**config.mk**
```make
export PLATFORM = sky130hd
export DESIGN_NAME = trigger_link_encoder
export DESIGN_NICKNAME = d
export VERILOG_FILES = /design/src/trigger_link_pkg.sv /design/src/trigger_link_encoder.sv
export VERILOG_INCLUDE_DIRS = /design/src /design/src/src
export SDC_FILE = /design/constraint.sdc
export NUM_CORES = 1
export LEC_CHECK = 0
export ABC_CLOCK_PERIOD_IN_PS = 5010
export BUFFER_PORTS_ARGS = -buffer_cell sky130_fd_sc_hd__buf_2
export CORE_UTILIZATION = 58
export CTS_CLUSTER_SIZE = 25
export DETAILED_ROUTE_END_ITERATION = 10
export GPL_ROUTABILITY_DRIVEN = 0
export PLACE_DENSITY = 0.84
export SLEW_MARGIN = 5
export SYNTH_ARGS = -nofsm -noshare
export SYNTH_HDL_FRONTEND = slang
export SYNTH_SLANG_ARGS = --single-unit
```
**constraint.sdc**
```tcl
create_clock -name clock -period 5.01 [get_ports clock]
set_input_delay 0.2505 -clock clock [delete_from_list [all_inputs] [get_ports clock]]
set_output_delay 0.2505 -clock clock [all_outputs]
set_load 0.03 [all_outputs]
```
**src/trigger_link_map.svh**
```systemverilog
// Constants for the trigger link encoder: word codes, command codes, timing counts.
// Assumes a 250 MHz master clock; counts are in master clock cycles, RECOVERY_US_DEF in microseconds.
`ifndef TRIGGER_LINK_MAP_SVH
`define TRIGGER_LINK_MAP_SVH

`define CLK_PERIOD_PS       4000
`define CMD_BIT_NS          4
`define CMD_BIT_CYC         ((`CMD_BIT_NS * 1000 + `CLK_PERIOD_PS - 1) / `CLK_PERIOD_PS)
`define WORD_NS             16
`define WORD_CYC            ((`WORD_NS * 1000) / `CLK_PERIOD_PS)
`define IDLE_MIN_SAMPLES    4
`define DELAY_STEP_PS       80
`define DELAY_TAP_W         6

`define WTYPE_TIME          4'h4
`define WTYPE_CONTROL       4'h5
`define WTYPE_HOST_STROBE   4'h6
`define WTYPE_CONTENT       4'h7
`define WTYPE_STROBE_A      4'h9
`define WTYPE_STROBE_B      4'hA
`define WTYPE_PARTITION     4'hB

`define CMD_CLOCK_RESET     4'h1
`define CMD_TRIGGER_START   4'h2

`define IDLE_WORD           16'h0000
`define RECOVERY_US_DEF     5000
`define START_DELAY_DEF     1000

`endif

```
**src/trigger_link_pkg.sv**
```systemverilog
// Types shared by the trigger link encoder.
// Assumes nothing beyond the constants header.
package trigger_link_pkg;

    typedef struct packed {
        logic [1:0] strobe_type;
        logic [1:0] action;
        logic [5:0] event_type;
        logic [1:0] quadrant;
    } strobe_req_t;

    typedef enum logic [1:0] {
        STROBE_A    = 2'h0,
        STROBE_B    = 2'h1,
        STROBE_HOST = 2'h2
    } strobe_kind_t;

endpackage

```
**src/trigger_link_encoder.sv**
```systemverilog
// Transmit-side encoder: serial command line and 16-bit trigger word stream.
// Assumes one 250 MHz clock; the serializer and delay primitive sit outside.
// Assumes startup_go and trigger_start_go come from logic on this clock.
// Assumes a pad stage turns line and toggle into the Manchester pair.
//
// How it works
// - One command line bit per 4 ns clock
// - Line high over four samples means idle
// - Zero start bit, four bits LSB first
// - One stop bit then line held high
// - Output delay tap setting in 80 ps steps
// - Manchester encode each line bit
// - Before start: refuse triggers, send idle words
// - After start: only valid non-idle words
// - Trigger-start command after programmed delay
// - Clock-reset command aligned to word clock
// - Clock-reset precedes sync by recovery time
// - One 16-bit word every 16 ns
// - Accepted trigger strobe has top priority
// - Strobe carries two-bit quadrant field
// - Content words queued, sent in free slots
// - Control words queued, sent in free slots
// - Time word carries time bits 13:2
// - Word type in bits 15 to 12
// - Strobe A/B action in bits 9:8
// - Partition strobe: four three-bit event fields
// - Main strobe before partition strobe
`include "trigger_link_map.svh"
`timescale 1ns/10ps
`default_nettype none

module trigger_link_encoder #(
    parameter int RECOVERY_CYC = `RECOVERY_US_DEF * 250,
    parameter int START_DELAY  = `START_DELAY_DEF,
    parameter int QDEPTH       = 4
) (
    input  wire logic                         clock,
    input  wire logic                         srst,
    input  wire logic                         startup_go,
    input  wire logic                         trigger_start_go,
    input  wire logic [`DELAY_TAP_W-1:0]      delay_taps_in,
    input  wire logic                         strobe_valid,
    input  wire trigger_link_pkg::strobe_req_t strobe_in,
    output logic                              strobe_ready,
    input  wire logic                         partition_valid,
    input  wire logic [11:0]                  partition_fields,
    output logic                              partition_ready,
    input  wire logic                         content_valid,
    input  wire logic [11:0]                  content_data,
    output logic                              content_ready,
    input  wire logic                         control_valid,
    input  wire logic [11:0]                  control_data,
    output logic                              control_ready,
    output logic [15:0]                       trigger_word,
    output logic                              trigger_word_valid,
    output logic                              word_strobe,
    output logic                              cmd_line_p,
    output logic                              cmd_line_n,
    output logic                              cmd_line_plain,
    output logic [`DELAY_TAP_W-1:0]           delay_taps,
    output logic                              running
);
    import trigger_link_pkg::*;

    // ********************************************************
    // Word clock phase and time counter
    // ********************************************************
    // Phase 3 is the last 4 ns quarter of a word slot; the word register
    // loads on the edge that ends it, so each word stands four cycles.
    // Phase and time share one reset, so time_r[1:0] is 3 at every slot end
    // and bits 13:2 count whole slots since reset.
    // The time counter wraps every 16384 cycles; the far end compares modulo that.

    logic [1:0]  phase_r;
    logic [13:0] time_r;

    always_ff @(posedge clock) begin
        if (srst) begin
            phase_r <= 2'h0;
            time_r  <= 14'h0000;
        end else begin
            phase_r <= phase_r + 2'h1;
            time_r  <= time_r + 14'h0001;
        end
    end
    assign word_strobe = (phase_r == 2'h3);

    // ********************************************************
    // Start-up sequencer
    // ********************************************************
    // Start-up order:
    //   startup_go         -> clock-reset command on a word slot boundary
    //   RECOVERY_CYC wait  -> transceivers at the far end settle
    //   trigger_start_go   -> stream goes live, triggers accepted
    //   START_DELAY wait   -> trigger-start command on the line
    // The recovery wait is counted from the clock-reset launch, so the gap to
    // the trigger-start command is always longer than RECOVERY_CYC.
    // A late trigger_start_go only stretches the idle-word period.

    typedef enum logic [2:0] {
        S_IDLE, S_RESET_SEND, S_RECOVER, S_WAIT_START, S_RUN_DELAY, S_SYNC_SEND, S_RUN
    } seq_t;
    seq_t        seq_r;
    logic [31:0] wait_r;
    logic        cmd_req;
    logic [3:0]  cmd_code;
    logic        cmd_busy;

    always_ff @(posedge clock) begin
        if (srst) begin
            seq_r  <= S_IDLE;
            wait_r <= 32'h0;
        end else begin
            unique case (seq_r)
                S_IDLE:
                    if (startup_go) begin
                        seq_r <= S_RESET_SEND;
                    end
                S_RESET_SEND:
                    // Launch lines up with the word clock boundary
                    if (!cmd_busy && word_strobe) begin
                        seq_r  <= S_RECOVER;
                        wait_r <= 32'h0;
                    end
                S_RECOVER: begin
                    wait_r <= wait_r + 32'h1;
                    if (wait_r >= 32'(RECOVERY_CYC)) begin
                        seq_r <= S_WAIT_START;
                    end
                end
                S_WAIT_START:
                    if (trigger_start_go) begin
                        seq_r  <= S_RUN_DELAY;
                        wait_r <= 32'h0;
                    end
                S_RUN_DELAY: begin
                    wait_r <= wait_r + 32'h1;
                    if (wait_r >= 32'(START_DELAY)) begin
                        seq_r <= S_SYNC_SEND;
                    end
                end
                S_SYNC_SEND:
                    if (!cmd_busy) begin
                        seq_r <= S_RUN;
                    end
                S_RUN: ;
            endcase
        end
    end

    // ********************************************************
    // Command launch
    // ********************************************************
    assign cmd_req  = (seq_r == S_RESET_SEND && word_strobe) || (seq_r == S_SYNC_SEND);
    assign cmd_code = (seq_r == S_RESET_SEND) ? `CMD_CLOCK_RESET : `CMD_TRIGGER_START;
    // Stream starts with the delay period, not after the command
    assign running  = (seq_r == S_RUN_DELAY) || (seq_r == S_SYNC_SEND) || (seq_r == S_RUN);

    // ********************************************************
    // Serial command line
    // ********************************************************
    // Frame: start, 4 data, stop, then idle ones; 11 bit times total
    // Edges counted from the launch edge:
    //   edge 0       line low, start bit
    //   edges 1-4    command bits, least significant first
    //   edges 5-10   line high, stop bit then five idle samples
    //   edge 11      counter empty, next launch allowed
    // Six high samples always follow, so a receiver never misses the idle gap.
    logic [3:0] bit_cnt_r;
    logic [3:0] cmd_sh_r;
    logic       line_r;
    logic       half_r;

    // Busy also gates the sequencer, so a pending request simply waits
    assign cmd_busy = (bit_cnt_r != 4'h0);

    always_ff @(posedge clock) begin
        if (srst) begin
            bit_cnt_r <= 4'h0;
            cmd_sh_r  <= 4'h0;
            line_r    <= 1'b1;
        end else if (cmd_busy) begin
            bit_cnt_r <= bit_cnt_r - 4'h1;
            if (bit_cnt_r > 4'h6) begin
                line_r   <= cmd_sh_r[0];
                cmd_sh_r <= {1'b0, cmd_sh_r[3:1]};
            end else begin
                line_r <= 1'b1;
            end
        end else if (cmd_req) begin
            bit_cnt_r <= 4'hA;
            cmd_sh_r  <= cmd_code;
            line_r    <= 1'b0;
        end
    end

    // ********************************************************
    // Line code and output delay
    // ********************************************************

    // The toggle stands in for the half-bit clock; the pad doubles the rate,
    // so only the phase relation of line and toggle matters here.
    // Half-bit phase toggles each edge; the output pad runs it at double rate
    always_ff @(posedge clock) begin
        if (srst) begin
            half_r <= 1'b0;
        end else begin
            half_r <= ~half_r;
        end
    end
    assign cmd_line_plain = line_r;
    assign cmd_line_p     = line_r ^ half_r;
    assign cmd_line_n     = ~(line_r ^ half_r);

    // Taps are only registered; the delay element itself sits in the pad ring
    always_ff @(posedge clock) begin
        if (srst) begin
            delay_taps <= '0;
        end else begin
            delay_taps <= delay_taps_in;
        end
    end

    // ********************************************************
    // Word queues for content and control
    // ********************************************************
    // Pointers carry one extra bit so that full and empty differ when the
    // low bits match. Storage has no reset; only pointers decide what is live.
    // Index 0 is the content queue, index 1 the control queue.
    // Ready is plain not-full: a push into a full queue is refused even when
    // a pop falls in the same cycle, which keeps ready free of pop logic.
    // AW must be at least one, so QDEPTH is at least two.
    localparam int AW = $clog2(QDEPTH);
    logic [11:0]  q_mem [2][QDEPTH];
    logic [AW:0]  q_wp_r [2];
    logic [AW:0]  q_rp_r [2];
    logic [1:0]   q_push;
    logic [1:0]   q_pop;
    logic [1:0]   q_empty;
    logic [1:0]   q_full;
    logic [11:0]  q_din [2];

    assign q_din[0] = content_data;
    assign q_din[1] = control_data;
    assign q_push   = {control_valid & ~q_full[1], content_valid & ~q_full[0]};
    assign content_ready = ~q_full[0];
    assign control_ready = ~q_full[1];

    for (genvar g = 0; g < 2; g++) begin : g_q
        assign q_empty[g] = (q_wp_r[g] == q_rp_r[g]);
        assign q_full[g]  = (q_wp_r[g][AW-1:0] == q_rp_r[g][AW-1:0]) &&
                            (q_wp_r[g][AW] != q_rp_r[g][AW]);
        always_ff @(posedge clock) begin
            if (srst) begin
                q_wp_r[g] <= '0;
                q_rp_r[g] <= '0;
            end else begin
                if (q_push[g]) begin
                    q_mem[g][q_wp_r[g][AW-1:0]] <= q_din[g];
                    q_wp_r[g] <= q_wp_r[g] + 1'b1;
                end
                if (q_pop[g]) begin
                    q_rp_r[g] <= q_rp_r[g] + 1'b1;
                end
            end
        end
    end

    // ********************************************************
    // Word selection per 16 ns slot
    // ********************************************************
    // Priority in one slot, highest first:
    //   accepted trigger strobe
    //   partition strobe
    //   content word from its queue
    //   control word from its queue
    //   time word, which keeps the link busy with predictable data
    // The choice is made every cycle but only the slot end loads it.
    logic [15:0] word_nxt;

    always_comb begin
        word_nxt = {`WTYPE_TIME, time_r[13:2]};
        q_pop    = 2'b00;
        if (strobe_valid) begin
            // Type codes 2 and 3 both select the legacy host strobe
            unique case (strobe_in.strobe_type)
                STROBE_A:    word_nxt[15:12] = `WTYPE_STROBE_A;
                STROBE_B:    word_nxt[15:12] = `WTYPE_STROBE_B;
                default:     word_nxt[15:12] = `WTYPE_HOST_STROBE;
            endcase
            word_nxt[11:10] = strobe_in.quadrant;
            word_nxt[9:8]   = strobe_in.action;
            word_nxt[7:0]   = {2'b00, strobe_in.event_type};
        end else if (partition_valid) begin
            word_nxt = {`WTYPE_PARTITION, partition_fields};
        end else if (!q_empty[0]) begin
            q_pop[0] = word_strobe && running;
            word_nxt = {`WTYPE_CONTENT, q_mem[0][q_rp_r[0][AW-1:0]]};
        end else if (!q_empty[1]) begin
            q_pop[1] = word_strobe && running;
            word_nxt = {`WTYPE_CONTROL, q_mem[1][q_rp_r[1][AW-1:0]]};
        end
        if (!(word_strobe && running)) begin
            q_pop = 2'b00;
        end
    end

    // ********************************************************
    // Trigger acceptance
    // ********************************************************
    // Ready depends only on slot, run state and, for partitions, strobe_valid, never on its own valid, so a
    // source may hold a request across slots without a combinational loop.
    // Triggers are refused until the stream runs
    assign strobe_ready    = running && word_strobe;
    assign partition_ready = running && word_strobe && !strobe_valid;

    // ********************************************************
    // Trigger word output
    // ********************************************************
    // Idle words go out with valid low, so far-end queues stay empty
    always_ff @(posedge clock) begin
        if (srst) begin
            trigger_word       <= `IDLE_WORD;
            trigger_word_valid <= 1'b0;
        end else if (word_strobe) begin
            if (running) begin
                trigger_word       <= word_nxt;
                trigger_word_valid <= 1'b1;
            end else begin
                trigger_word       <= `IDLE_WORD;
                trigger_word_valid <= 1'b0;
            end
        end
    end

endmodule
`default_nettype wire

```
==> qor.txt, run 1 <==
========================================================================================================
Port bufs                                                                                             93
Die height                                                                                        122 um
Highest clock frequency the design can meet                                                    0.339 GHz
Synthesized cell area                                                                          8400 um^2
Prevailing post-synth register cell                                                         sky130_fd_sc_hd__edfxtp_1
Count of instances resized after the clock tree is built                                               0
Min-Delay Path Class                                                                           in -> reg
Number of nets produced by synthesis                                                                 793
Area of placed instances                                                                       8970 um^2
Critical-path cell with the highest stage delay                                             sky130_fd_sc_hd__nor2_1
End of the worst register-to-register path                                                  trigger_word[5]$_SDFFE_PP0P_
Crit-path max FO                                                                                      11
Number of endpoints with negative hold slack in the final report                                       0
Mean cell area of the mapped netlist                                                           11.8 um^2
Fraction of synthesis flops using an asynchronous set or reset pin                                    0%
Count of cells along the worst register-to-register path                                               5
Distinct cell type count after synthesis                                                              47
DR WL met3                                                                                       1.39 mm
Final clock skew                                                                                 12.0 ps
Sum of negative setup slack                                                                         0 ps
Cell at the root of the clock tree                                                          sky130_fd_sc_hd__clkbuf_16
FF-to-FF Start                                                                              seq_r[2]$_SDFFE_PP0P_
Standard cell core area                                                                       14000 um^2
Critical path cell sequence                                                                 a21boi_1 -> nand3b_1 -> nor2_1 -> o221ai_1 -> o21ai_0
Arrival time at the worst endpoint                                                               3280 ps
TritonCTS clock tree                                                                                done
Wire length of the first global-routing pass                                                     29.0 mm
Total of hold buffers inserted after clock tree synthesis                                              0
Unrepaired setup endpoints after global routing                                                       no
Antenna Nets Post-Route                                                                                0
Most used cells in the layout excluding fill and tap cells                                  sky130_fd_sc_hd__edfxtp_1, sky130_fd_sc_hd__buf_2, sky130_fd_sc_hd__dfxtp_1
Outcome                                                                                     finished, final reports clean
Source-to-sink clock delay at the later pin of the worst-skew pair                                440 ps
Cells on Worst Hold Path                                                                               1
Core Rows                                                                                             43
Post-layout net count                                                                                872
Max_cap viols                                                                                          0
Via count normalized by instance count                                                              6.15
Tightest Pin Transition                                                                          1080 ps
Delay of the slowest cell on the worst path                                                       670 ps
End of the worst hold path                                                                  q_mem[0][12]$_DFFE_PP_
Final HPWL from detailed placement                                                               12.6 mm
Remaining global-route overflow                                                                        0
Number of instances in the synthesized netlist                                                       715
Finished layout cell area                                                                      9550 um^2
Largest net degree at the start of global routing                                                     56
Category of cells accounting for the largest share of critical-path delay                   simple AND/OR/NAND/NOR gates
Critical path buffers and inverters                                                                    0
Post-CTS setup buffer count                                                                            0
Setup crit start kind                                                                          flip-flop
Beginning of the worst hold path                                                            content_data[0]
Static power due to leakage                                                                      3.35 nW
Final setup fails                                                                                      0
Via count of the first global-routing pass                                                          5835
Final min period                                                                                 2950 ps
Number of remaining DRC errors                                                                         0
Wl on met1                                                                                       7.45 mm
Number of synthesized flops with an enable pin                                                       108
1st-iter DRT viols                                                                                   599
Maximum clock insertion buffer count                                                                   2
Final design utilization                                                                           68.3%
Layout-stage area growth over the synthesis result                                                 13.7%
Fin. max-slew vios                                                                                     0
Effective utilization at floorplan                                                                 60.1%
Proportion of layout cells with a drive suffix above 1                                             20.3%
Number of storage elements in the synthesis netlist                                                  190
Sequential fraction of the synthesis area                                                          58.1%
DR WL/cell                                                                                       18.5 um
Depth of the CTS H-tree                                                                                4
Post-CTS clock slew at the launch and capture registers of the worst setup and hold paths          70 ps
First-pass detailed-route iteration total                                                              5
Rel. slew slack                                                                                    27.8%
Top layer used by detailed routing                                                                  met4
Commonest non-fill, non-tap cell in the layout                                              sky130_fd_sc_hd__edfxtp_1
DR vias                                                                                             6073
Period utilisation layout                                                                          58.8%
Die width                                                                                         122 um
Critical path capture point type                                                               flip-flop
Fillers                                                                                              985
Largest vdd supply drop                                                                           465 uV
Antenna diodes                                                                                         0
DR WL met2                                                                                       8.97 mm
Initial antenna violation count                                                                        0
Total power density per cell area                                                            366 nW/um^2
Global-route total usage across every layer                                                        25.9%
Total CTS buffers                                                                                     17
Die area                                                                                      15000 um^2
CTS sink cnt                                                                                         190
Type of the worst setup path                                                                  reg -> reg
Minimum setup slack among reg-to-reg paths                                                       2060 ps
Critical path depth in cells                                                                           5
Count of yosys warnings during synthesis                                                               0
Routed wire length                                                                               18.3 mm
Required time at the endpoint of the critical path                                               5350 ps
Number of top-level design ports                                                                      94
========================================================================================================
[kinds of logic (layout without fill, tap and decap cells)]
logic type	after synthesis	after routing	share of synthesized area (%)
simple gates	251	251	15.4
fa+ha+maj	16	16	2.38
mux	38	38	8.26
xor+xnor	36	36	3.75
compound gates	124	124	9.35
flops	190	190	58.1
buf+inv	60	152	2.71
[cell usage after synthesis, drive strengths merged (2+ instances only)]
library cell  number  area share (%)
inv               26             1.2
edfxtp           108              39
a22oi             11            0.98
and3               6            0.45
nand3b             3            0.27
buf                5            0.25
nand4              9            0.67
and2              13            0.97
mux2i              3            0.36
or3               16             1.2
nor3              14            0.83
dfxtp             82              20
nand3             20             1.2
nor2              77             3.4
a31oi              4            0.30
ha                16             2.4
nand2             36             1.6
a211oi            11            0.98
nand4b             2            0.21
nor2b             13            0.97
mux4              24             6.4
o31ai              7            0.63
o21ai             33             2.0
nand2b             6            0.45
o311a              2            0.24
and4               5            0.52
a21oi             39             2.3
mux2              11             1.5
clkbuf            29             1.3
or2                2            0.15
xor2               9            0.94
o221ai            10             1.0
xnor2             27             2.8
nor4              16             1.2
or4               10            0.89
[through the flow]
step	total power, mW	instances	setup slack, ps	hold slack (ps)
2_1_floorplan	2.08	715	2510	349
3_3_place_gp	2.17	955	2350	401
3_5_place_dp	2.20	955	2220	416
4_1_cts	3.51	987	2170	2.20
5_1_grt	3.62	987	1860	6.63
6_report	3.49	987	2060	18.6
[area by class of cell]
class                   count  area [um^2]  area share (%)
well taps                 180          225            2.36
inverters                  26         97.6            1.02
repair buffers             94          473            4.95
multi-input cells         465         3290            34.4
clock buffers              17          425            4.45
clock inverters            15          158            1.65
flip-flops and latches    190         4880            51.1
[power by group]
part | internal [mW] | leakage (nW) | switching [mW]
combinational | 0.163 | 1.40 | 0.230
clock | 0.704 | 0.285 | 0.626
sequential | 1.71 | 1.66 | 0.0596
[worst max path at each step]
stage	slack (ps)	start	end
floorplan	2510	seq_r[2]$_SDFFE_PP0P_	q_rp_r[1][2]$_SDFFCE_PN0P_
global placement	2350	bit_cnt_r[0]$_SDFFE_PP0P_	wait_r[20]$_SDFFE_PP0P_
detailed placement	2220	bit_cnt_r[0]$_SDFFE_PP0P_	wait_r[20]$_SDFFE_PP0P_
CTS	2170	seq_r[2]$_SDFFE_PP0P_	trigger_word[5]$_SDFFE_PP0P_
global route	1860	seq_r[2]$_SDFFE_PP0P_	trigger_word[5]$_SDFFE_PP0P_
finish	2060	seq_r[2]$_SDFFE_PP0P_	trigger_word[5]$_SDFFE_PP0P_
[sequential cells by signal, indices dropped and copies added, names as in the netlist]
| signal | count |
|---|---|
| trigger_word | 16 |
| trigger_word_valid | 1 |
| cmd_line_plain | 1 |
| bit_cnt_r | 4 |
| half_r | 1 |
| wait_r | 32 |
| q_rp_r | 6 |
| phase_r | 2 |
| time_r | 14 |
| q_wp_r | 6 |
| cmd_sh_r | 2 |
| seq_r | 3 |
| q_mem | 96 |
| delay_taps | 6 |
[layer usage]
metal  vias up  global-route usage [%]
met4         0                    9.30
met2       301                    42.5
met5         -                       0
met1      2904                    32.8
met3        43                    7.43
li1       2825                       -
Note: power is estimated with default switching activity, not from simulation.
==> run 2: changes to the inputs <==
ABC_CLOCK_PERIOD_IN_PS = 2700   (was 5010)
CORE_UTILIZATION = 53   (was 58)
PLACE_DENSITY = 0.81   (was 0.84)
clock period = 2.7 ns   (was 5.01 ns; I/O delays follow)
==> run 2 against run 1 <==
Sequential share of layout area down 2.4 points. First-iteration DRC count fell by 2.8%. Final cell count rose by 7.7%. Combinational power grew 100%. Setup slack worse by 1900 ps. Fmax grew 17%. Wire length is 4.1% higher. Largest cell class unchanged.
==> qor.txt, run 2 (synthesis gave the netlist of run 1 again) <==
========================================================================================================
Final min period                                                                                 2520 ps   -425 ps
Multi-input logic area                                                                         3290 um^2   unchanged
Most used cells in the layout excluding fill and tap cells                                  sky130_fd_sc_hd__edfxtp_1, sky130_fd_sc_hd__buf_2, sky130_fd_sc_hd__dfxtp_1
Final clock skew                                                                                 10.9 ps   -1.10 ps
Number of top-level design ports                                                                      94   unchanged
Outcome                                                                                     finished, final reports clean
Largest vdd supply drop                                                                           509 uV   +9.6%
Commonest non-fill, non-tap cell in the layout                                              sky130_fd_sc_hd__edfxtp_1
Via count normalized by instance count                                                              5.85   -4.9%
Largest net degree at the start of global routing                                                     36   -36%
Cell at the root of the clock tree                                                          sky130_fd_sc_hd__clkbuf_16
Beginning of the worst hold path                                                            partition_fields[4]
Count of instances resized after the clock tree is built                                               0   unchanged
Final HPWL from detailed placement                                                               12.3 mm   -2.2%
Max_cap viols                                                                                          0   unchanged
Minimum setup slack after placement                                                               202 ps   -2020 ps
Unrepaired setup endpoints after global routing                                                       no
Period utilisation layout                                                                          93.4%   +35 points
Fillers                                                                                             1148   +17%
Wire length of the first global-routing pass                                                     30.3 mm   +4.5%
Standard cell core area                                                                       15300 um^2   +9.5%
Total CTS buffers                                                                                     17   unchanged
Critical path capture point type                                                               flip-flop
1st-iter DRT viols                                                                                   582   -2.8%
Critical-path cell with the highest stage delay                                             sky130_fd_sc_hd__or4_1
Tightest Pin Transition                                                                           802 ps   -274 ps
Count of cells along the worst register-to-register path                                               8   +3
First-pass detailed-route iteration total                                                              6   +1
Number of endpoints with negative hold slack in the final report                                       0   unchanged
Flip-flop count of the largest register after layout                                                  96   unchanged
Fin. max-slew vios                                                                                     0   unchanged
Post-CTS clock slew at the launch and capture registers of the worst setup and hold paths          80 ps   about the same
Layout-stage area growth over the synthesis result                                                 19.4%
Highest clock frequency the design can meet                                                    0.397 GHz   +17%
Minimum setup slack among reg-to-reg paths                                                        180 ps   -1890 ps
Remaining global-route overflow                                                                        0   unchanged
FF-to-FF Start                                                                              bit_cnt_r[0]$_SDFFE_PP0P_
Delay of the slowest cell on the worst path                                                       550 ps   -120 ps
Critical path buffers and inverters                                                                    2   +2
Initial antenna violation count                                                                        0   unchanged
Antenna Nets Post-Route                                                                                0   unchanged
Total power density per cell area                                                            657 nW/um^2   +80%
Worst setup slack after layout                                                                    179 ps   -1890 ps
End of the worst register-to-register path                                                  wait_r[28]$_SDFFE_PP0P_
Antenna diodes                                                                                         0   unchanged
Critical path cell sequence                                                                 inv_1 -> ha_1 -> nor3b_4 -> a311oi_4 -> buf_4 -> or3_1 -> or4_1 -> a21oi_1
Depth of the CTS H-tree                                                                                4   unchanged
Post-layout net count                                                                                917   +5.2%
Source-to-sink clock delay at the later pin of the worst-skew pair                                440 ps   about the same
Number of remaining DRC errors                                                                         0   unchanged
Static power due to leakage                                                                      3.56 nW   +6.2%
Routed wire length                                                                               19.0 mm   +4.1%
Category of cells accounting for the largest share of critical-path delay                   simple AND/OR/NAND/NOR gates
Worst setup path startpoint                                                                 bit_cnt_r[0]$_SDFFE_PP0P_
Crit-path max FO                                                                                       9   -2
Register cell area after layout                                                                4880 um^2   unchanged
DR WL/cell                                                                                       17.9 um   -3.3%
Via count of the first global-routing pass                                                          5902   +1.1%
Type of the worst setup path                                                                  reg -> reg
Die area                                                                                      16400 um^2   +9.3%
Rel. slew slack                                                                                    46.3%   +19 points
Setup crit start kind                                                                          flip-flop
Port bufs                                                                                             93   unchanged
Min-Delay Path Class                                                                           in -> reg
Sum of negative setup slack                                                                         0 ps   unchanged
Required time at the endpoint of the critical path                                               3060 ps   -2290 ps
TritonCTS clock tree                                                                                done
Final design utilization                                                                           65.5%   -2.8 points
End of the worst hold path                                                                  trigger_word[4]$_SDFFE_PP0P_
Proportion of layout cells with a drive suffix above 1                                             21.1%   +0.80 points
Global-route total usage across every layer                                                        24.6%   -1.3 points
DR vias                                                                                             6218   +2.4%
Final setup fails                                                                                      0   unchanged
Die width                                                                                         128 um   +4.5%
Core Rows                                                                                             45   +4.7%
Maximum clock insertion buffer count                                                                   2   unchanged
Die height                                                                                        128 um   +4.5%
Cells on Worst Hold Path                                                                               5   +4
CTS sink cnt                                                                                         190   unchanged
Arrival time at the worst endpoint                                                               2880 ps   -400 ps
Effective utilization at floorplan                                                                 54.9%   -5.2 points
========================================================================================================
run 2: changes by cell type in the layout (fill, tap and decap cells not counted):
| cell | change |
|---|---|
| sky130_fd_sc_hd__inv_6 | +5 |
| sky130_fd_sc_hd__dlygate4sd3_1 | +30 |
| sky130_fd_sc_hd__clkinv_8 | +6 |
| sky130_fd_sc_hd__buf_4 | +15 |
| sky130_fd_sc_hd__clkinv_1 | -2 |
| sky130_fd_sc_hd__inv_12 | +1 |
| sky130_fd_sc_hd__clkinvlp_4 | -1 |
| sky130_fd_sc_hd__clkbuf_1 | +1 |
| sky130_fd_sc_hd__clkinv_4 | -3 |
| sky130_fd_sc_hd__clkinv_2 | -1 |
| sky130_fd_sc_hd__inv_8 | -5 |
| sky130_fd_sc_hd__bufinv_16 | -1 |
run 2: worst max-delay path by stage:
stage                                       endpoint  slack [ps]  depth (start not counted)
after floorplan           q_rp_r[1][2]$_SDFFCE_PN0P_         200                          7
after global placement       wait_r[28]$_SDFFE_PP0P_         270                          8
after detailed placement     wait_r[28]$_SDFFE_PP0P_         200                          8
after CTS                    wait_r[28]$_SDFFE_PP0P_         180                          8
after global routing         wait_r[22]$_SDFFE_PP0P_         0.2                          8
final                        wait_r[28]$_SDFFE_PP0P_         180                          8
run 2: final cells by class:
class	count	share of cell area (%)
clock inverters	14	1.82
multi-input cells	465	32.8
flip-flops and latches	190	48.7
repair buffers	139	8.83
inverters	26	0.973
clock buffers	18	4.28
well taps	211	2.63
run 2: repair_timing:
item                                   in CTS  in global routing
hold buffers                               30                  0
buffers inserted                            0                  0
endpoints found under the hold margin     102                  0
run 2: per-layer routing:
| layer | track usage (%) | part of all wire, % | wire (um) |
|---|---|---|---|
| met5 | 0 | 0 | 0 |
| met4 | 9.34 | 2.3 | 438 |
| met3 | 6.09 | 8.0 | 1520 |
| met2 | 40.3 | 49 | 9260 |
| met1 | 31.8 | 41 | 7830 |
run 2: worst reg2reg max path, stage by stage, from the launching register on:
cell                       delay (ps)
sky130_fd_sc_hd__dfxtp_1          340
sky130_fd_sc_hd__inv_1             90
sky130_fd_sc_hd__ha_1             240
sky130_fd_sc_hd__nor3b_4          270
sky130_fd_sc_hd__a311oi_4         150
sky130_fd_sc_hd__buf_4            190
sky130_fd_sc_hd__or3_1            490
sky130_fd_sc_hd__or4_1            550
sky130_fd_sc_hd__a21oi_1          150
run 2: through the flow:
stage               hold WS, ps  power (mW)  instances  instance area (um^2)
finish                     45.0        6.59       1063                 10000
global route               75.5        6.82       1063                 10000
CTS                        28.2        6.60       1063                 10000
detailed placement          348        4.09       1001                  9120
global placement            342        4.08       1001                  9120
floorplan                   234        3.86        715                  8400
run 2: report_power, final:
| part | internal (mW) | switching (mW) | total (mW) | leakage, nW |
|---|---|---|---|---|
| Combinational | 0.354 | 0.448 | 0.801 | 1.60 |
| Clock | 1.26 | 1.26 | 2.52 | 0.293 |
| Sequential | 3.17 | 0.0983 | 3.27 | 1.66 |
| Total | 4.79 | 1.80 | 6.59 | 3.56 |
==> run 3: changes to the inputs <==
ABC_CLOCK_PERIOD_IN_PS = 3040   (was 2700)
CORE_UTILIZATION = 58   (was 53)
PLACE_DENSITY = 0.84   (was 0.81)
clock period = 3.04 ns   (was 2.7 ns; I/O delays follow)
==> run 3 against run 2 <==
Register-to-register slack better by 80 ps. Final cell count is 3.5% lower. Setup slack better by 78 ps. First-iteration DRC count is 12% higher. Wire length is 3.4% higher. Largest cell class unchanged. Critical path type unchanged.
==> qor.txt, run 3 (synthesis gave the netlist of run 1 again) <==
========================================================================================================
Outcome                                                                                     finished, final reports clean
Required time at the endpoint of the critical path                                               3410 ps   +350 ps
Proportion of layout cells with a drive suffix above 1                                             20.7%   -0.44 points
Final HPWL from detailed placement                                                               12.9 mm   +4.7%
Global-route total usage across every layer                                                        28.3%   +3.7 points
Register cell area after layout                                                                4880 um^2   unchanged
Routed wire length                                                                               19.7 mm   +3.4%
Commonest non-fill, non-tap cell in the layout                                              sky130_fd_sc_hd__edfxtp_1
Total power density per cell area                                                            589 nW/um^2   -10%
Maximum clock insertion buffer count                                                                   2   unchanged
Die height                                                                                        122 um   -4.3%
Static power due to leakage                                                                      3.52 nW   -0.90%
DR WL/cell                                                                                       19.2 um   +7.2%
Wire length of the first global-routing pass                                                     31.7 mm   +4.6%
Critical path cell sequence                                                                 inv_1 -> ha_1 -> nor3b_4 -> a311oi_4 -> or4_1 -> or4_1 -> a21oi_1
Die width                                                                                         122 um   -4.3%
Remaining global-route overflow                                                                        0   unchanged
Antenna Nets Post-Route                                                                                0   unchanged
DR vias                                                                                             6320   +1.6%
Cell at the root of the clock tree                                                          sky130_fd_sc_hd__clkbuf_16
Source-to-sink clock delay at the later pin of the worst-skew pair                                440 ps   about the same
DR WL met2                                                                                       10.0 mm   +8.4%
Top layer used by detailed routing                                                                  met4
Tightest Pin Transition                                                                           965 ps   +163 ps
Fillers                                                                                              920   -20%
Post-layout net count                                                                                911   -0.65%
Flip-flop count of the largest register after layout                                                  96   unchanged
Unrepaired setup endpoints after global routing                                                       no
Initial antenna violation count                                                                        0   unchanged
Finished layout cell area                                                                      9930 um^2   -1.0%
Final setup fails                                                                                      0   unchanged
Highest clock frequency the design can meet                                                    0.359 GHz   -9.4%
Type of the worst setup path                                                                  reg -> reg
Rel. slew slack                                                                                    35.5%   -11 points
Wl on met1                                                                                       7.62 mm   -2.7%
1st-iter DRT viols                                                                                   654   +12%
Setup crit start kind                                                                          flip-flop
Most used cell, CP                                                                          sky130_fd_sc_hd__or4_1
Number of endpoints with negative hold slack in the final report                                       0   unchanged
Port bufs                                                                                             93   unchanged
Number of remaining DRC errors                                                                         0   unchanged
Layout-stage area growth over the synthesis result                                                 18.2%
Period utilisation layout                                                                          91.6%   -1.8 points
Final min period                                                                                 2780 ps   +262 ps
Via count of the first global-routing pass                                                          6384   +8.2%
Multi-input logic area                                                                         3290 um^2   +0.11%
Minimum setup slack after placement                                                               211 ps   +9.13 ps
Most used cells in the layout excluding fill and tap cells                                  sky130_fd_sc_hd__edfxtp_1, sky130_fd_sc_hd__buf_2, sky130_fd_sc_hd__dfxtp_1
Critical-path cell with the highest stage delay                                             sky130_fd_sc_hd__or4_1
DR WL met3                                                                                       1.41 mm   -7.0%
First-pass detailed-route iteration total                                                              5   -1
Arrival time at the worst endpoint                                                               3150 ps   +270 ps
CTS sink cnt                                                                                         190   unchanged
Sum of negative setup slack                                                                         0 ps   unchanged
Via count normalized by instance count                                                              6.16   +5.3%
Antenna diodes                                                                                         0   unchanged
Effective utilization at floorplan                                                                 60.1%   +5.2 points
Number of top-level design ports                                                                      94   unchanged
Standard cell core area                                                                       14000 um^2   -8.7%
Largest vdd supply drop                                                                           575 uV   +13%
Final clock skew                                                                                 13.4 ps   +2.45 ps
Die area                                                                                      15000 um^2   -8.5%
Total CTS buffers                                                                                     17   unchanged
Post-CTS clock slew at the launch and capture registers of the worst setup and hold paths          70 ps   about the same
Core Rows                                                                                             43   -4.4%
Min-Delay Path Class                                                                           in -> reg
Fin. max-slew vios                                                                                     0   unchanged
Max_cap viols                                                                                          0   unchanged
Delay of the slowest cell on the worst path                                                       770 ps   +220 ps
TritonCTS clock tree                                                                                done
Worst setup slack after layout                                                                    257 ps   +78.0 ps
Critical path capture point type                                                               flip-flop
Depth of the CTS H-tree                                                                                4   unchanged
Final worst hold slack                                                                           63.8 ps   +18.7 ps
Largest net degree at the start of global routing                                                     48   +33%
Post-CTS setup buffer count                                                                            0   unchanged
Total power                                                                                      5.85 mW   -11%
Crit-path max FO                                                                                      18   +9
Area of placed instances                                                                       9040 um^2   -0.92%
========================================================================================================
run 3: metal layers:
layer | global-route usage [%] | vias up
met5 | 0 | -
met2 | 48.3 | 327
li1 | - | 2894
met4 | 13.3 | 0
met1 | 34.6 | 3044
met3 | 5.72 | 55
run 3: metrics by stage:
step	utilization (%)	cells
3_5_place_dp	64.6	964
3_3_place_gp	64.6	964
5_1_grt	71.0	1026
4_1_cts	71.0	1026
6_report	71.0	1026
2_1_floorplan	-	715
run 3: where the power goes:
part,internal [mW],switching [mW]
Combinational,0.301,0.408
Sequential,2.82,0.0873
Clock,1.18,1.06
Total,4.30,1.55
run 3: what timing repair did:
| item | CTS | global route |
|---|---|---|
| endpoints found under the setup margin | 0 | 1 |
| gates resized for setup | 0 | 1 |
| hold buffers | 30 | 0 |
| hold endpoints to repair | 102 | 0 |
run 3: layout make-up:
cell class                 count  share of cell area, %
sequential                   190                   49.2
multi-input combinational    465                   33.2
timing repair buffer         133                   8.47
clock buffer                  18                   4.32
tap                          180                   2.27
clock inverter                14                   1.59
inverter                      26                  0.983
run 3: critical path, delay by kind of cell (launching register included):
family,cells,cell delay (ps)
simple gates,3,1600
fa+ha+maj,1,260
flops,1,340
compound gates,2,410
buf+inv,1,90
run 3: worst paths after layout:
check	from	endpoint	slack, ps	depth (start not counted)
worst max-delay path	bit_cnt_r[0]$_SDFFE_PP0P_	wait_r[23]$_SDFFE_PP0P_	260	7
worst min-delay path	srst	delay_taps[5]$_SDFF_PP0_	60	2
worst max register to register	bit_cnt_r[0]$_SDFFE_PP0P_	wait_r[23]$_SDFFE_PP0P_	260	7
worst min register to register	phase_r[0]$_SDFF_PP0_	phase_r[0]$_SDFF_PP0_	420	1
